<file path="src/tctl_map.svh">
`ifndef TCTL_MAP_SVH
`define TCTL_MAP_SVH
// ==========================================================
// register byte addresses
`define TCTL_ADDR_CMP_LO   8'h00
`define TCTL_ADDR_CMP_MID  8'h04
`define TCTL_ADDR_CMP_TOP  8'h08
`define TCTL_ADDR_GATE     8'h0C
`define TCTL_ADDR_CTRL1    8'h14
`define TCTL_ADDR_CFG      8'h18
`define TCTL_ADDR_STAT     8'h1C
`define TCTL_ADDR_CLR      8'h20
`define TCTL_ADDR_EN       8'h24
// ==========================================================
// control one fields
`define TCTL_OVF_BIT       7
`define TCTL_RUN_HI        6
`define TCTL_RUN_LO        5
`define TCTL_SRC_HI        4
`define TCTL_SRC_LO        2
`define TCTL_MODE_HI       1
`define TCTL_MODE_LO       0
`define TCTL_CTRL1_RST     8'h00
// ==========================================================
// other fields and constants
`define TCTL_CFG_LSPS_BIT  0
`define TCTL_ST_MATCH      0
`define TCTL_ST_OVF        1
`define TCTL_TOP_BITS      2
`define TCTL_CNT_W         18
`define TCTL_PRE_W         23
`define TCTL_RESP_OK       2'h0
`define TCTL_RESP_ERR      2'h2
`endif

</file>
<file path="src/tctl_pkg.sv">
`default_nettype none
package tctl_pkg;
  typedef enum logic [1:0] {
    TCTL_RUN_STOP  = 2'h0,
    TCTL_RUN_RSV1  = 2'h1,
    TCTL_RUN_START = 2'h2,
    TCTL_RUN_RSV3  = 2'h3
  } tctl_run_e;
  typedef enum logic [1:0] {
    TCTL_MODE_TIMER = 2'h0,
    TCTL_MODE_RSV   = 2'h1,
    TCTL_MODE_PWM   = 2'h2,
    TCTL_MODE_RSV3  = 2'h3
  } tctl_mode_e;
  typedef enum logic [2:0] {
    TCTL_SRC_FC   = 3'h0,
    TCTL_SRC_T1   = 3'h1,
    TCTL_SRC_T2   = 3'h2,
    TCTL_SRC_T3   = 3'h3,
    TCTL_SRC_T4   = 3'h4,
    TCTL_SRC_T5   = 3'h5,
    TCTL_SRC_T6   = 3'h6,
    TCTL_SRC_EXT  = 3'h7
  } tctl_src_e;
endpackage : tctl_pkg
`default_nettype wire

</file>
<file path="src/tctl_top.sv">
// Operation
// - holds an 18-bit compare value and an 8-bit gate width setting
// - run field 00 stops, clears count and overflow; 10 starts counting
// - writing low or mid compare byte blocks matching until top byte written
// - reading the compare address returns the live counter value
// - top compare byte bits 7 to 2 read zero, ignore ones
// - timer mode counts up, on match raises interrupt, clears, resumes
//
// Added by the designer: the AXI4-Lite slave port.
`include "tctl_map.svh"
`default_nettype none
module tctl_top
  import tctl_pkg::*;
(
  input  wire logic        sys_clk,
  input  wire logic        sys_rst,
  input  wire logic [7:0]  s_axi_awaddr,
  input  wire logic        s_axi_awvalid,
  output logic             s_axi_awready,
  input  wire logic [31:0] s_axi_wdata,
  input  wire logic [3:0]  s_axi_wstrb,
  input  wire logic        s_axi_wvalid,
  output logic             s_axi_wready,
  output logic [1:0]       s_axi_bresp,
  output logic             s_axi_bvalid,
  input  wire logic        s_axi_bready,
  input  wire logic [7:0]  s_axi_araddr,
  input  wire logic        s_axi_arvalid,
  output logic             s_axi_arready,
  output logic [31:0]      s_axi_rdata,
  output logic [1:0]       s_axi_rresp,
  output logic             s_axi_rvalid,
  input  wire logic        s_axi_rready,
  input  wire logic        lf_tick,
  input  wire logic        external_count_input,
  output logic [7:0]       gate_width_q,
  output logic             match_interrupt_q,
  output logic             irq_q
);
  // ==========================================================
  // state
  logic [`TCTL_CNT_W-1:0] count_q, count_d;
  logic [`TCTL_CNT_W-1:0] cmp_q, cmp_d;
  logic                   cmp_hold_q, cmp_hold_d;
  logic                   ovf_q, ovf_d;
  logic [7:0]             ctrl1_q, ctrl1_d;
  logic                   lsps_q, lsps_d;
  logic [1:0]             stat_q, stat_d;
  logic [1:0]             en_q, en_d;
  logic [7:0]             gate_width_d;
  logic                   match_interrupt_d;
  logic                   irq_d;
  logic [`TCTL_PRE_W-1:0] pre_q, pre_d;
  logic [15:0]            lpre_q, lpre_d;
  logic [7:0]             aw_addr_q, aw_addr_d;
  logic                   aw_got_q, aw_got_d;
  logic [7:0]             w_data_q, w_data_d;
  logic                   w_en_q, w_en_d;
  logic                   w_got_q, w_got_d;
  logic                   awready_d, wready_d, bvalid_d, arready_d, rvalid_d;
  logic [1:0]             bresp_d, rresp_d;
  logic [31:0]            rdata_d;
  logic                   ext_level, ext_rise;

  tctl_sync u_sync (
    .sys_clk (sys_clk),
    .sys_rst (sys_rst),
    .pin_in  (external_count_input),
    .level_q (ext_level),
    .rise_q  (ext_rise)
  );

  // ==========================================================
  // count enable selection
  logic       tick;
  logic       hit;
  logic       wrap;
  tctl_run_e  run;
  tctl_mode_e mode;
  tctl_src_e  src;
  logic       wr_go;
  logic       rd_go;
  logic       lt15, lt5, lt3;

  always_comb begin
    run   = tctl_run_e'(ctrl1_q[`TCTL_RUN_HI:`TCTL_RUN_LO]);
    mode  = tctl_mode_e'(ctrl1_q[`TCTL_MODE_HI:`TCTL_MODE_LO]);
    src   = tctl_src_e'(ctrl1_q[`TCTL_SRC_HI:`TCTL_SRC_LO]);
    pre_d = pre_q + 1'b1;
    lpre_d = lpre_q;
    if (lf_tick) begin
      lpre_d = lpre_q + 1'b1;
    end
    // low-speed taps advance on the low-frequency tick only
    lt15 = lf_tick & (&lpre_q[14:0]);
    lt5  = lf_tick & (&lpre_q[4:0]);
    lt3  = lf_tick & (&lpre_q[2:0]);
    case (src)
      TCTL_SRC_FC:  tick = 1'b1;
      TCTL_SRC_T1:  tick = lsps_q ? lt15 : (&pre_q[22:0]);
      TCTL_SRC_T2:  tick = lsps_q ? lt5 : (&pre_q[12:0]);
      TCTL_SRC_T3:  tick = lsps_q ? lt3 : (&pre_q[10:0]);
      TCTL_SRC_T4:  tick = &pre_q[6:0];
      TCTL_SRC_T5:  tick = &pre_q[4:0];
      TCTL_SRC_T6:  tick = &pre_q[2:0];
      TCTL_SRC_EXT: tick = ext_rise;
      default:      tick = 1'b0;
    endcase
    // pulse width mode counts only while the input is high
    if (mode == TCTL_MODE_PWM) begin
      tick = tick & ext_level;
    end else if (mode != TCTL_MODE_TIMER) begin
      tick = 1'b0;
    end
  end

  // ==========================================================
  // bus, registers and counter
  always_comb begin
    count_d      = count_q;
    cmp_d        = cmp_q;
    cmp_hold_d   = cmp_hold_q;
    ovf_d        = ovf_q;
    ctrl1_d      = ctrl1_q;
    lsps_d       = lsps_q;
    stat_d       = stat_q;
    en_d         = en_q;
    gate_width_d = gate_width_q;
    aw_addr_d    = aw_addr_q;
    aw_got_d     = aw_got_q;
    w_data_d     = w_data_q;
    w_en_d       = w_en_q;
    w_got_d      = w_got_q;
    bvalid_d     = s_axi_bvalid;
    bresp_d      = s_axi_bresp;
    rvalid_d     = s_axi_rvalid;
    rresp_d      = s_axi_rresp;
    rdata_d      = s_axi_rdata;
    hit          = 1'b0;
    wrap         = 1'b0;
    match_interrupt_d = 1'b0;

    if (s_axi_awvalid && s_axi_awready) begin
      aw_addr_d = s_axi_awaddr;
      aw_got_d  = 1'b1;
    end
    if (s_axi_wvalid && s_axi_wready) begin
      w_data_d = s_axi_wdata[7:0];
      w_en_d   = s_axi_wstrb[0];
      w_got_d  = 1'b1;
    end
    if (s_axi_bvalid && s_axi_bready) begin
      bvalid_d = 1'b0;
    end
    if (s_axi_rvalid && s_axi_rready) begin
      rvalid_d = 1'b0;
    end

    // counter runs first so a run-stop write in the same cycle wins
    if (run == TCTL_RUN_START && tick) begin
      // match clears and resumes; suppressed while held
      if (!cmp_hold_q && count_q == cmp_q) begin
        hit     = 1'b1;
        count_d = '0;
      end else begin
        count_d = count_q + 1'b1;
        if (&count_q) begin
          ovf_d = 1'b1;
          wrap  = 1'b1;
        end
      end
    end
    match_interrupt_d = hit;

    wr_go = aw_got_q && w_got_q && !s_axi_bvalid;
    if (wr_go) begin
      aw_got_d = 1'b0;
      w_got_d  = 1'b0;
      bvalid_d = 1'b1;
      bresp_d  = `TCTL_RESP_OK;
      case (aw_addr_q)
        `TCTL_ADDR_CMP_LO: if (w_en_q) begin
          // low byte write holds off matching
          cmp_d[7:0] = w_data_q;
          cmp_hold_d = 1'b1;
        end
        `TCTL_ADDR_CMP_MID: if (w_en_q) begin
          cmp_d[15:8] = w_data_q;
          cmp_hold_d  = 1'b1;
        end
        `TCTL_ADDR_CMP_TOP: if (w_en_q) begin
          cmp_d[`TCTL_CNT_W-1:16] = w_data_q[`TCTL_TOP_BITS-1:0];
          cmp_hold_d = 1'b0;
        end
        `TCTL_ADDR_GATE: if (w_en_q) begin
          gate_width_d = w_data_q;
        end
        `TCTL_ADDR_CTRL1: if (w_en_q) begin
          ctrl1_d = w_data_q;
          // writing zero clears the flag; a wrap in the same cycle wins unless the write also stops the counter
          if (!w_data_q[`TCTL_OVF_BIT] && !wrap) begin
            ovf_d = 1'b0;
          end
        end
        `TCTL_ADDR_CFG: if (w_en_q) begin
          lsps_d = w_data_q[`TCTL_CFG_LSPS_BIT];
        end
        `TCTL_ADDR_CLR: if (w_en_q) begin
          stat_d = stat_q & ~w_data_q[1:0];
        end
        `TCTL_ADDR_EN: if (w_en_q) begin
          en_d = w_data_q[1:0];
        end
        `TCTL_ADDR_STAT: bresp_d = `TCTL_RESP_OK;
        default: bresp_d = `TCTL_RESP_ERR;
      endcase
    end

    if (tctl_run_e'(ctrl1_d[`TCTL_RUN_HI:`TCTL_RUN_LO]) == TCTL_RUN_STOP) begin
      count_d = '0;
      ovf_d   = 1'b0;
    end

    // events set status, set wins over a same-cycle clear
    if (hit) begin
      stat_d[`TCTL_ST_MATCH] = 1'b1;
    end
    if (wrap) begin
      stat_d[`TCTL_ST_OVF] = 1'b1;
    end

    rd_go = s_axi_arvalid && s_axi_arready;
    if (rd_go) begin
      rvalid_d = 1'b1;
      rresp_d  = `TCTL_RESP_OK;
      rdata_d  = 32'h0000_0000;
      case (s_axi_araddr)
        // compare address reads live count; upper bits zero
        `TCTL_ADDR_CMP_LO:  rdata_d[7:0] = count_q[7:0];
        `TCTL_ADDR_CMP_MID: rdata_d[7:0] = count_q[15:8];
        `TCTL_ADDR_CMP_TOP: rdata_d[`TCTL_TOP_BITS-1:0] = count_q[`TCTL_CNT_W-1:16];
        `TCTL_ADDR_GATE:    rdata_d[7:0] = gate_width_q;
        `TCTL_ADDR_CTRL1:   rdata_d[7:0] = {ovf_q, ctrl1_q[6:0]};
        `TCTL_ADDR_CFG:     rdata_d[`TCTL_CFG_LSPS_BIT] = lsps_q;
        `TCTL_ADDR_STAT:    rdata_d[1:0] = stat_q;
        `TCTL_ADDR_CLR:     rdata_d = 32'h0000_0000;
        `TCTL_ADDR_EN:      rdata_d[1:0] = en_q;
        default:            rresp_d = `TCTL_RESP_ERR;
      endcase
    end

    awready_d = !aw_got_d && !bvalid_d;
    wready_d  = !w_got_d && !bvalid_d;
    arready_d = !rvalid_d;
    irq_d     = |(stat_d & en_d);
  end

  always_ff @(posedge sys_clk) begin
    if (sys_rst) begin
      count_q           <= '0;
      cmp_q             <= '0;
      cmp_hold_q        <= 1'b0;
      ovf_q             <= 1'b0;
      ctrl1_q           <= `TCTL_CTRL1_RST;
      lsps_q            <= 1'b0;
      stat_q            <= 2'h0;
      en_q              <= 2'h0;
      gate_width_q      <= 8'h00;
      match_interrupt_q <= 1'b0;
      irq_q             <= 1'b0;
      pre_q             <= '0;
      lpre_q            <= 16'h0000;
      aw_addr_q         <= 8'h00;
      aw_got_q          <= 1'b0;
      w_data_q          <= 8'h00;
      w_en_q            <= 1'b0;
      w_got_q           <= 1'b0;
      s_axi_awready     <= 1'b0;
      s_axi_wready      <= 1'b0;
      s_axi_bvalid      <= 1'b0;
      s_axi_bresp       <= 2'h0;
      s_axi_arready     <= 1'b0;
      s_axi_rvalid      <= 1'b0;
      s_axi_rresp       <= 2'h0;
      s_axi_rdata       <= 32'h0000_0000;
    end else begin
      count_q           <= count_d;
      cmp_q             <= cmp_d;
      cmp_hold_q        <= cmp_hold_d;
      ovf_q             <= ovf_d;
      ctrl1_q           <= ctrl1_d;
      lsps_q            <= lsps_d;
      stat_q            <= stat_d;
      en_q              <= en_d;
      gate_width_q      <= gate_width_d;
      match_interrupt_q <= match_interrupt_d;
      irq_q             <= irq_d;
      pre_q             <= pre_d;
      lpre_q            <= lpre_d;
      aw_addr_q         <= aw_addr_d;
      aw_got_q          <= aw_got_d;
      w_data_q          <= w_data_d;
      w_en_q            <= w_en_d;
      w_got_q           <= w_got_d;
      s_axi_awready     <= awready_d;
      s_axi_wready      <= wready_d;
      s_axi_bvalid      <= bvalid_d;
      s_axi_bresp       <= bresp_d;
      s_axi_arready     <= arready_d;
      s_axi_rvalid      <= rvalid_d;
      s_axi_rresp       <= rresp_d;
      s_axi_rdata       <= rdata_d;
    end
  end
endmodule : tctl_top
`default_nettype wire

</file>
<file path="src/tctl_sync.sv">
`default_nettype none
module tctl_sync (
  input  wire logic sys_clk,
  input  wire logic sys_rst,
  input  wire logic pin_in,
  output logic      level_q,
  output logic      rise_q
);
  logic [2:0] sh_q;
  logic [2:0] sh_d;
  logic       level_d;
  logic       rise_d;

  // ==========================================================
  // three stages, change accepted when stages two and three agree
  always_comb begin
    sh_d    = {sh_q[1:0], pin_in};
    level_d = level_q;
    rise_d  = 1'b0;
    if (sh_q[1] == sh_q[2]) begin
      level_d = sh_q[2];
      rise_d  = sh_q[2] & ~level_q;
    end
  end

  always_ff @(posedge sys_clk) begin
    if (sys_rst) begin
      sh_q    <= 3'h0;
      level_q <= 1'b0;
      rise_q  <= 1'b0;
    end else begin
      sh_q    <= sh_d;
      level_q <= level_d;
      rise_q  <= rise_d;
    end
  end
endmodule : tctl_sync
`default_nettype wire

</file>
<file path="config.mk">
export PLATFORM = sky130hd
export DESIGN_NAME = tctl_top
export DESIGN_NICKNAME = d
export VERILOG_FILES = /design/src/tctl_pkg.sv /design/src/tctl_top.sv /design/src/tctl_sync.sv
export VERILOG_INCLUDE_DIRS = /design/src
export SDC_FILE = /design/constraint.sdc
export NUM_CORES = 1
export LEC_CHECK = 0
export BUFFER_PORTS_ARGS = -buffer_cell sky130_fd_sc_hd__buf_2
export CAP_MARGIN = 20
export CELL_PAD_IN_SITES_DETAIL_PLACEMENT = 1
export CELL_PAD_IN_SITES_GLOBAL_PLACEMENT = 1
export CORE_AREA = 8 8 131 133
export DETAILED_ROUTE_END_ITERATION = 16
export DIE_AREA = 0 0 139 141
export GPL_ROUTABILITY_DRIVEN = 0
export PLACE_DENSITY_LB_ADDON = 0.1
export SETUP_SLACK_MARGIN = 0.4
export SLEW_MARGIN = 15
export SYNTH_ARGS = -nofsm -noshare
export SYNTH_HDL_FRONTEND = slang
export SYNTH_SLANG_ARGS = --single-unit
</file>
<file path="constraint.sdc">
create_clock -name sys_clk -period 4.7 [get_ports sys_clk]
set_input_delay 1.41 -clock sys_clk [delete_from_list [all_inputs] [get_ports sys_clk]]
set_output_delay 1.41 -clock sys_clk [all_outputs]
set_load 0.02 [all_outputs]
</file>
==> metrics.yaml, run 1 <==
post_synth.cell_area_avg_um2: 8.40
global_route.overflow_total: 0
yosys_most_used_dff: "dfxtp_1"
crit_family: "compound AO/OA/AOI/OAI gates"
dieArea_mm2: 0.0196
clock-root-buffer: "clkbuf_16"
synth.yosys.seq_area_share_pct: 41.6
route.detailed.vias_per_inst: 5.62
startpoint_type_of_the_worst_setup_path: "primary input"
maxClockFrequency_mhz: 324
outcome: "finished clean"
hold_buffers: 0
insertion_delay_ns: 0.42
drt_first_iter_violations: 300
reg2reg_setup_slack_ns: 1.63
layout-area-overhead-vs-synth_pct: 13.4
max_cap_viol_count: 0
min_path_type: "reg -> reg"
worst-path-max-fanout: 22
hp-start: "u_sync.sh_q[0]"
tritoncts: "built"
netlist_instances: 784
post-layout-total-power_mw: 2.63
critPathArrivalTime_ns: 3.42
worst_slew_margin_rel_pct: 34.0
synth_largest_type_area_fraction_pct: 41.6
cpPeakStageDelay_ns: 0.57
finalSetupTns_ns: 0
chipWidth_um: 139
timing.critical_path.slowest_stage_cell: "or4_1"
powerDensity_mw_per_mm2: 352
synth_area_leaders: "dfxtp_1 (42%), nor2_1 (5.6%), mux2i_1 (5.6%)"
cts_buffers: 17
hold_path_end: "u_sync.sh_q[1]"
setup-violations-final: 0
synthDistinctLibCells: 68
post-cts-setup-buffer-count: 0
synth_top_cell_by_area: "dfxtp_1"
pin_count_of_the_biggest_net_entering_global_routing: 62
reg2reg_from: "aw_addr_q[2]"
remaining_design_rule_violation_count: 0
firstDrtPassIters: 5
finalWorstPathRequiredPeriod_ns: 3.09
yosys_warnings: 0
chipHeight_um: 141
placementRows: 45
worst_ir_drop_vdd_mv: 0.270
route.vias.total: 5739
ios: 112
grtUsageTotal_pct: 20.1
floorplan.core_area_mm2: 0.0150
timing.critical_path.required_ns: 5.03
wire_length_of_the_first_global_routing_pass_um: 31700
hold_violations: 0
cts_max_level: 4
cts.sinks: 137
cellLeakagePower_nw: 2.88
timing.rr.end: "count_q[9]"
rsz0062_at_grt: "no"
worst-path-buf-inv: 2
drive_gt1_share_pct: 12.5
endpoint_type_of_the_worst_setup_path: "flop"
async_reset_ff_share_pct: 0
cts_resized: 0
wirelength_um: 19400
wl_per_cell_um: 19.0
number_of_slew_limit_violations_in_the_final_report: 0
cts-root-to-sink-buffers: 2
first_global_vias: 6051
whs_path_depth: 1
dp_hpwl_um: 14000
clock-skew-final_ns: 0.00778
final_antenna_net_count: 0
timing.reg2reg.worst_path_depth: 6
crit_type: "in -> reg"
max_slew.worst_pin.slew_ns: 0.985
clk_pin_slew_ns: 0.06
insertedDiodeCount: 0
layout_worst_path_cycle_share_pct: 65.7
cell_chain_of_the_critical_path: "buf_2, nand2b_1, o2111ai_1, or4_1, o41ai_2, buf_4, o21ai_1, o211ai_1"
initial_core_util_pct: 44.0
grt_antenna_before_repair: 1
postSynthRegisterBits: 137
finalNetCount: 890
synth_edf_count: 0
placement.io_buffers: 58
synth.cell_area_mm2: 0.00659
[worst reg2reg max path: stages (launching register included)]
cell and delay (ns):
dfxtp_1 0.42, or4b_4 0.52, or4_4 0.62, mux2_4 0.36, or2_1 0.45, or3_1 0.44, o211ai_1 0.17
[cell usage after synthesis, types with 11 or more instances]
cell type,n
nor4_1,14
nand3_1,35
buf_1,11
buf_4,26
nand2_1,91
xor2_1,37
nand4_1,11
mux2i_1,37
clkbuf_1,31
nor2_1,99
dfxtp_1,137
or3_1,13
a21oi_1,50
nor3_1,16
o211ai_1,11
o21ai_0,12
and3_1,13
[metal layers]
| metal | vias up | routed length, um | part of all wire, % | GRT usage [%] |
|---|---|---|---|---|
| met1 | 2786 | 8710 | 45 | 24.4 |
| li1 | 2794 | - | - | - |
| met5 | - | 8 | 0.041 | 0 |
| met2 | 133 | 9340 | 48 | 33.6 |
| met4 | 2 | 340 | 1.8 | 7.34 |
| met3 | 24 | 977 | 5.0 | 5.57 |
[how the worst max path moves through the flow]
stage	from	endpoint	slack (ns)	cells past startpoint
3_3_place_gp	lf_tick	count_q[9]	1.30	8
6_report	lf_tick	count_q[9]	1.61	8
5_1_grt	lf_tick	count_q[9]	1.54	8
3_5_place_dp	lf_tick	count_q[9]	1.22	8
4_1_cts	aw_addr_q[2]	count_q[9]	1.63	6
2_1_floorplan	lf_tick	count_q[3]	1.33	9
[final cells by class]
cell class,count,area [um2]
clock buffer,24,482
multi-input combinational,589,3530
inverter,10,37.5
fill,1788,7500
timing repair buffer,67,358
tap,188,235
clock inverter,7,92.6
sequential,137,2740
[kinds of logic after synthesis]
logic type	Yosys count	synth area share (%)
AND/OR/NAND/NOR	336	24.6
flip-flops	137	41.6
buffers and inverters	83	6.40
multiplexers	40	6.19
adder cells (fa/ha/maj)	8	1.48
other	1	0.0569
XOR/XNOR	45	5.98
AO/OA/AOI/OAI	134	13.7
[registers in the layout, indices dropped and copies added (netlist names), 2 cells and up]
| signal | count |
|---|---|
| gate_width_q | 8 |
| count_q | 18 |
| ctrl1_q | 7 |
| w_data_q | 8 |
| cmp_q | 18 |
| u_sync.sh_q | 3 |
| en_q | 2 |
| aw_addr_q | 8 |
| lpre_q | 15 |
| stat_q | 2 |
| pre_q | 23 |
| s_axi_rdata | 8 |
[per-stage QoR]
stage	cells	worst slack, ns	util, %	area [um2]	hold WS (ns)
after global routing	1022	1.54	49.9	7470	0.459
final	1022	1.61	49.9	7470	0.445
after CTS	1021	1.63	49.9	7470	0.446
after floorplan	809	1.33	-	6680	0.413
after global placement	990	1.30	46.0	6890	0.422
after detailed placement	990	1.22	46.0	6890	0.435
[where the power goes]
group	total [mW]	leakage (nW)	switching, mW	internal, mW
Clock	1.30	0.272	0.482	0.818
Sequential	1.20	1.11	0.0231	1.18
Combinational	0.123	1.50	0.0858	0.0373
Total	2.63	2.88	0.591	2.04
[cell usage in the layout (no fill, tap or decap), types with 9 or more instances in the layout]
cell type  count
conb_1        26
nand4_1       11
nand2_1       91
dfxtp_1      137
inv_1         10
a21oi_1       50
nand3_1       35
o21ai_0       12
o211ai_1      11
nor2b_1       10
buf_4          9
xor2_1        37
mux2i_1       37
nor3_1        16
nor2_1        99
clkbuf_16     17
and3_1        13
or3_1         13
buf_2         57
nor4_1        14
(Power assumes the default switching activity.)
==> run 2: changes to the inputs <==
CORE_AREA = 8 8 135 137   (was 8 8 131 133)
DIE_AREA = 0 0 143 145   (was 0 0 139 141)
clock period = 3.2 ns   (was 4.7 ns; I/O delays follow)
==> metrics.yaml, run 2 (synthesis results as in run 1) <==
outcome: "finished clean"
drive_gt1_share_pct: 14.1  # +1.7 points
worst_slew_margin_rel_pct: 50.5  # +17 points
min_path_type: "reg -> reg"
place_ws_ns: 0.198  # -1.02 ns
global_route.overflow_total: 0  # unchanged
placement.io_buffers: 58  # unchanged
dp_hpwl_um: 14700  # +4.8%
post-cts-setup-buffer-count: 0  # unchanged
tritoncts: "built"
cts.sinks: 137  # unchanged
mostFrequentLayoutCell: "dfxtp_1"
route.vias.total: 5788  # +0.85%
insertion_delay_ns: 0.42  # about the same
post-layout-total-power_mw: 4.05  # +54%
finalWorstPathRequiredPeriod_ns: 2.67
rsz0062_at_grt: "no"
maxClockFrequency_mhz: 375
grtUsageTotal_pct: 19.6  # -0.53 points
first_global_vias: 6010  # -0.68%
timing.critical_path.required_ns: 3.51  # -1.52 ns
layout.cells.most_common_list: "dfxtp_1 (136), nor2_1 (99), nand2_1 (91), buf_2 (57), a21oi_1 (50)"
registers.top_by_ff_count: "pre_q"
wl_per_cell_um: 18.9  # -0.24%
floorplan.core_area_mm2: 0.0162  # +8.0%
firstDrtPassIters: 4  # -1
clock-skew-final_ns: 0.0116  # +0.00378 ns
drt_first_iter_violations: 396  # +32%
pin_count_of_the_biggest_net_entering_global_routing: 100  # +61%
fin_ws_ns: 0.534  # -1.08 ns
number_of_slew_limit_violations_in_the_final_report: 0  # unchanged
startpoint_type_of_the_worst_setup_path: "flop"
cts-root-to-sink-buffers: 2  # unchanged
wire_length_of_the_first_global_routing_pass_um: 32000  # +1.1%
crit_type: "reg -> reg"
worst-path-max-fanout: 18  # -18%
clock-root-buffer: "clkbuf_16"
max_ffs_per_register: 23  # unchanged
layout_worst_path_cycle_share_pct: 83.3
initial_core_util_pct: 40.7  # -3.3 points
finalSetupTns_ns: 0  # unchanged
insertedDiodeCount: 0  # unchanged
cts_buffers: 17  # unchanged
reg2reg_setup_slack_ns: 0.53  # -1.10 ns
chipWidth_um: 143  # +2.9%
chipHeight_um: 145  # +2.8%
reg.largest.list: "pre_q (23), cmp_q (18), count_q (18)"
hold_violations: 0  # unchanged
max_slew.worst_pin.slew_ns: 0.737  # -0.248 ns
grt_antenna_before_repair: 2  # +1
worst_ir_drop_vdd_mv: 0.360  # +33%
endpoint_type_of_the_worst_setup_path: "flop"
final_antenna_net_count: 0  # unchanged
placementRows: 47  # +4.4%
route.detailed.vias_per_inst: 5.46  # -2.9%
finalNetCount: 899  # +1.0%
ios: 112  # unchanged
powerDensity_mw_per_mm2: 526  # +50%
clk_pin_slew_ns: 0.06  # about the same
remaining_design_rule_violation_count: 0  # unchanged
setup-violations-final: 0  # unchanged
max_cap_viol_count: 0  # unchanged
critPathArrivalTime_ns: 2.97  # -0.45 ns
cts_max_level: 4  # unchanged
wirelength_um: 20100  # +3.6%
dieArea_mm2: 0.0207  # +5.8%
layout-area-overhead-vs-synth_pct: 16.8
filler_cell_count: 1934  # +8.2%
cellLeakagePower_nw: 3.00  # +4.0%
run 2: changes by cell type in the layout (fill, tap and decap cells not counted), moves of 2 or more:
| cell | delta |
|---|---|
| clkinvlp_4 | -2 |
| bufinv_16 | +2 |
| buf_12 | +2 |
| clkbuf_1 | -3 |
| buf_4 | +8 |
run 2: repair_timing:
action | in CTS | in global routing
resized for setup | 1 | 4
pin swaps | 0 | 0
hold buffers | 0 | 0
endpoints found under the setup margin | 3 | 16
run 2: area by class of cell:
class,count,area [um2],area share (%)
clock buffers,22,484,6.29
clock inverters,7,141,1.84
inverters,10,37.5,0.488
multi-input cells,589,3560,46.3
flip-flops and latches,137,2740,35.6
well taps,220,275,3.58
repair buffers,76,453,5.88
run 2: worst max-delay path, stage by stage, from the launching register on:
cell and delay [ns]:
dfxtp_1 0.58, xor2_1 0.12, nor4_1 0.40, and4_1 0.39, nand2_1 0.47, o21a_1 0.36, a32o_1 0.24
run 2: where the power goes:
group | internal (mW) | switching [mW] | total, mW
Sequential | 1.73 | 0.0293 | 1.76
Clock | 1.37 | 0.724 | 2.10
Combinational | 0.0582 | 0.132 | 0.190
run 2: layer usage:
metal	part of all wire [%]	GRT usage (%)	wire length, um
met1	45	24.4	8940
met2	49	31.9	9770
met3	4.9	5.22	981
met4	1.8	6.86	357
met5	0.090	0	18
run 2: final timing paths:
path,cells past startpoint,to,startpoint
max,6,count_q[2],count_q[5]
min,1,pre_q[0],pre_q[0]
max reg2reg,6,count_q[2],count_q[5]
min reg2reg,1,pre_q[0],pre_q[0]
run 2: metrics by stage:
stage	util, %	area (um2)	std cells	hold slack, ns
detailed placement	43.6	7050	1032	0.435
global placement	43.6	7050	1032	0.420
global route	47.6	7700	1061	0.459
floorplan	-	6700	809	0.413
finish	47.6	7700	1061	0.442
CTS	47.5	7670	1061	0.446
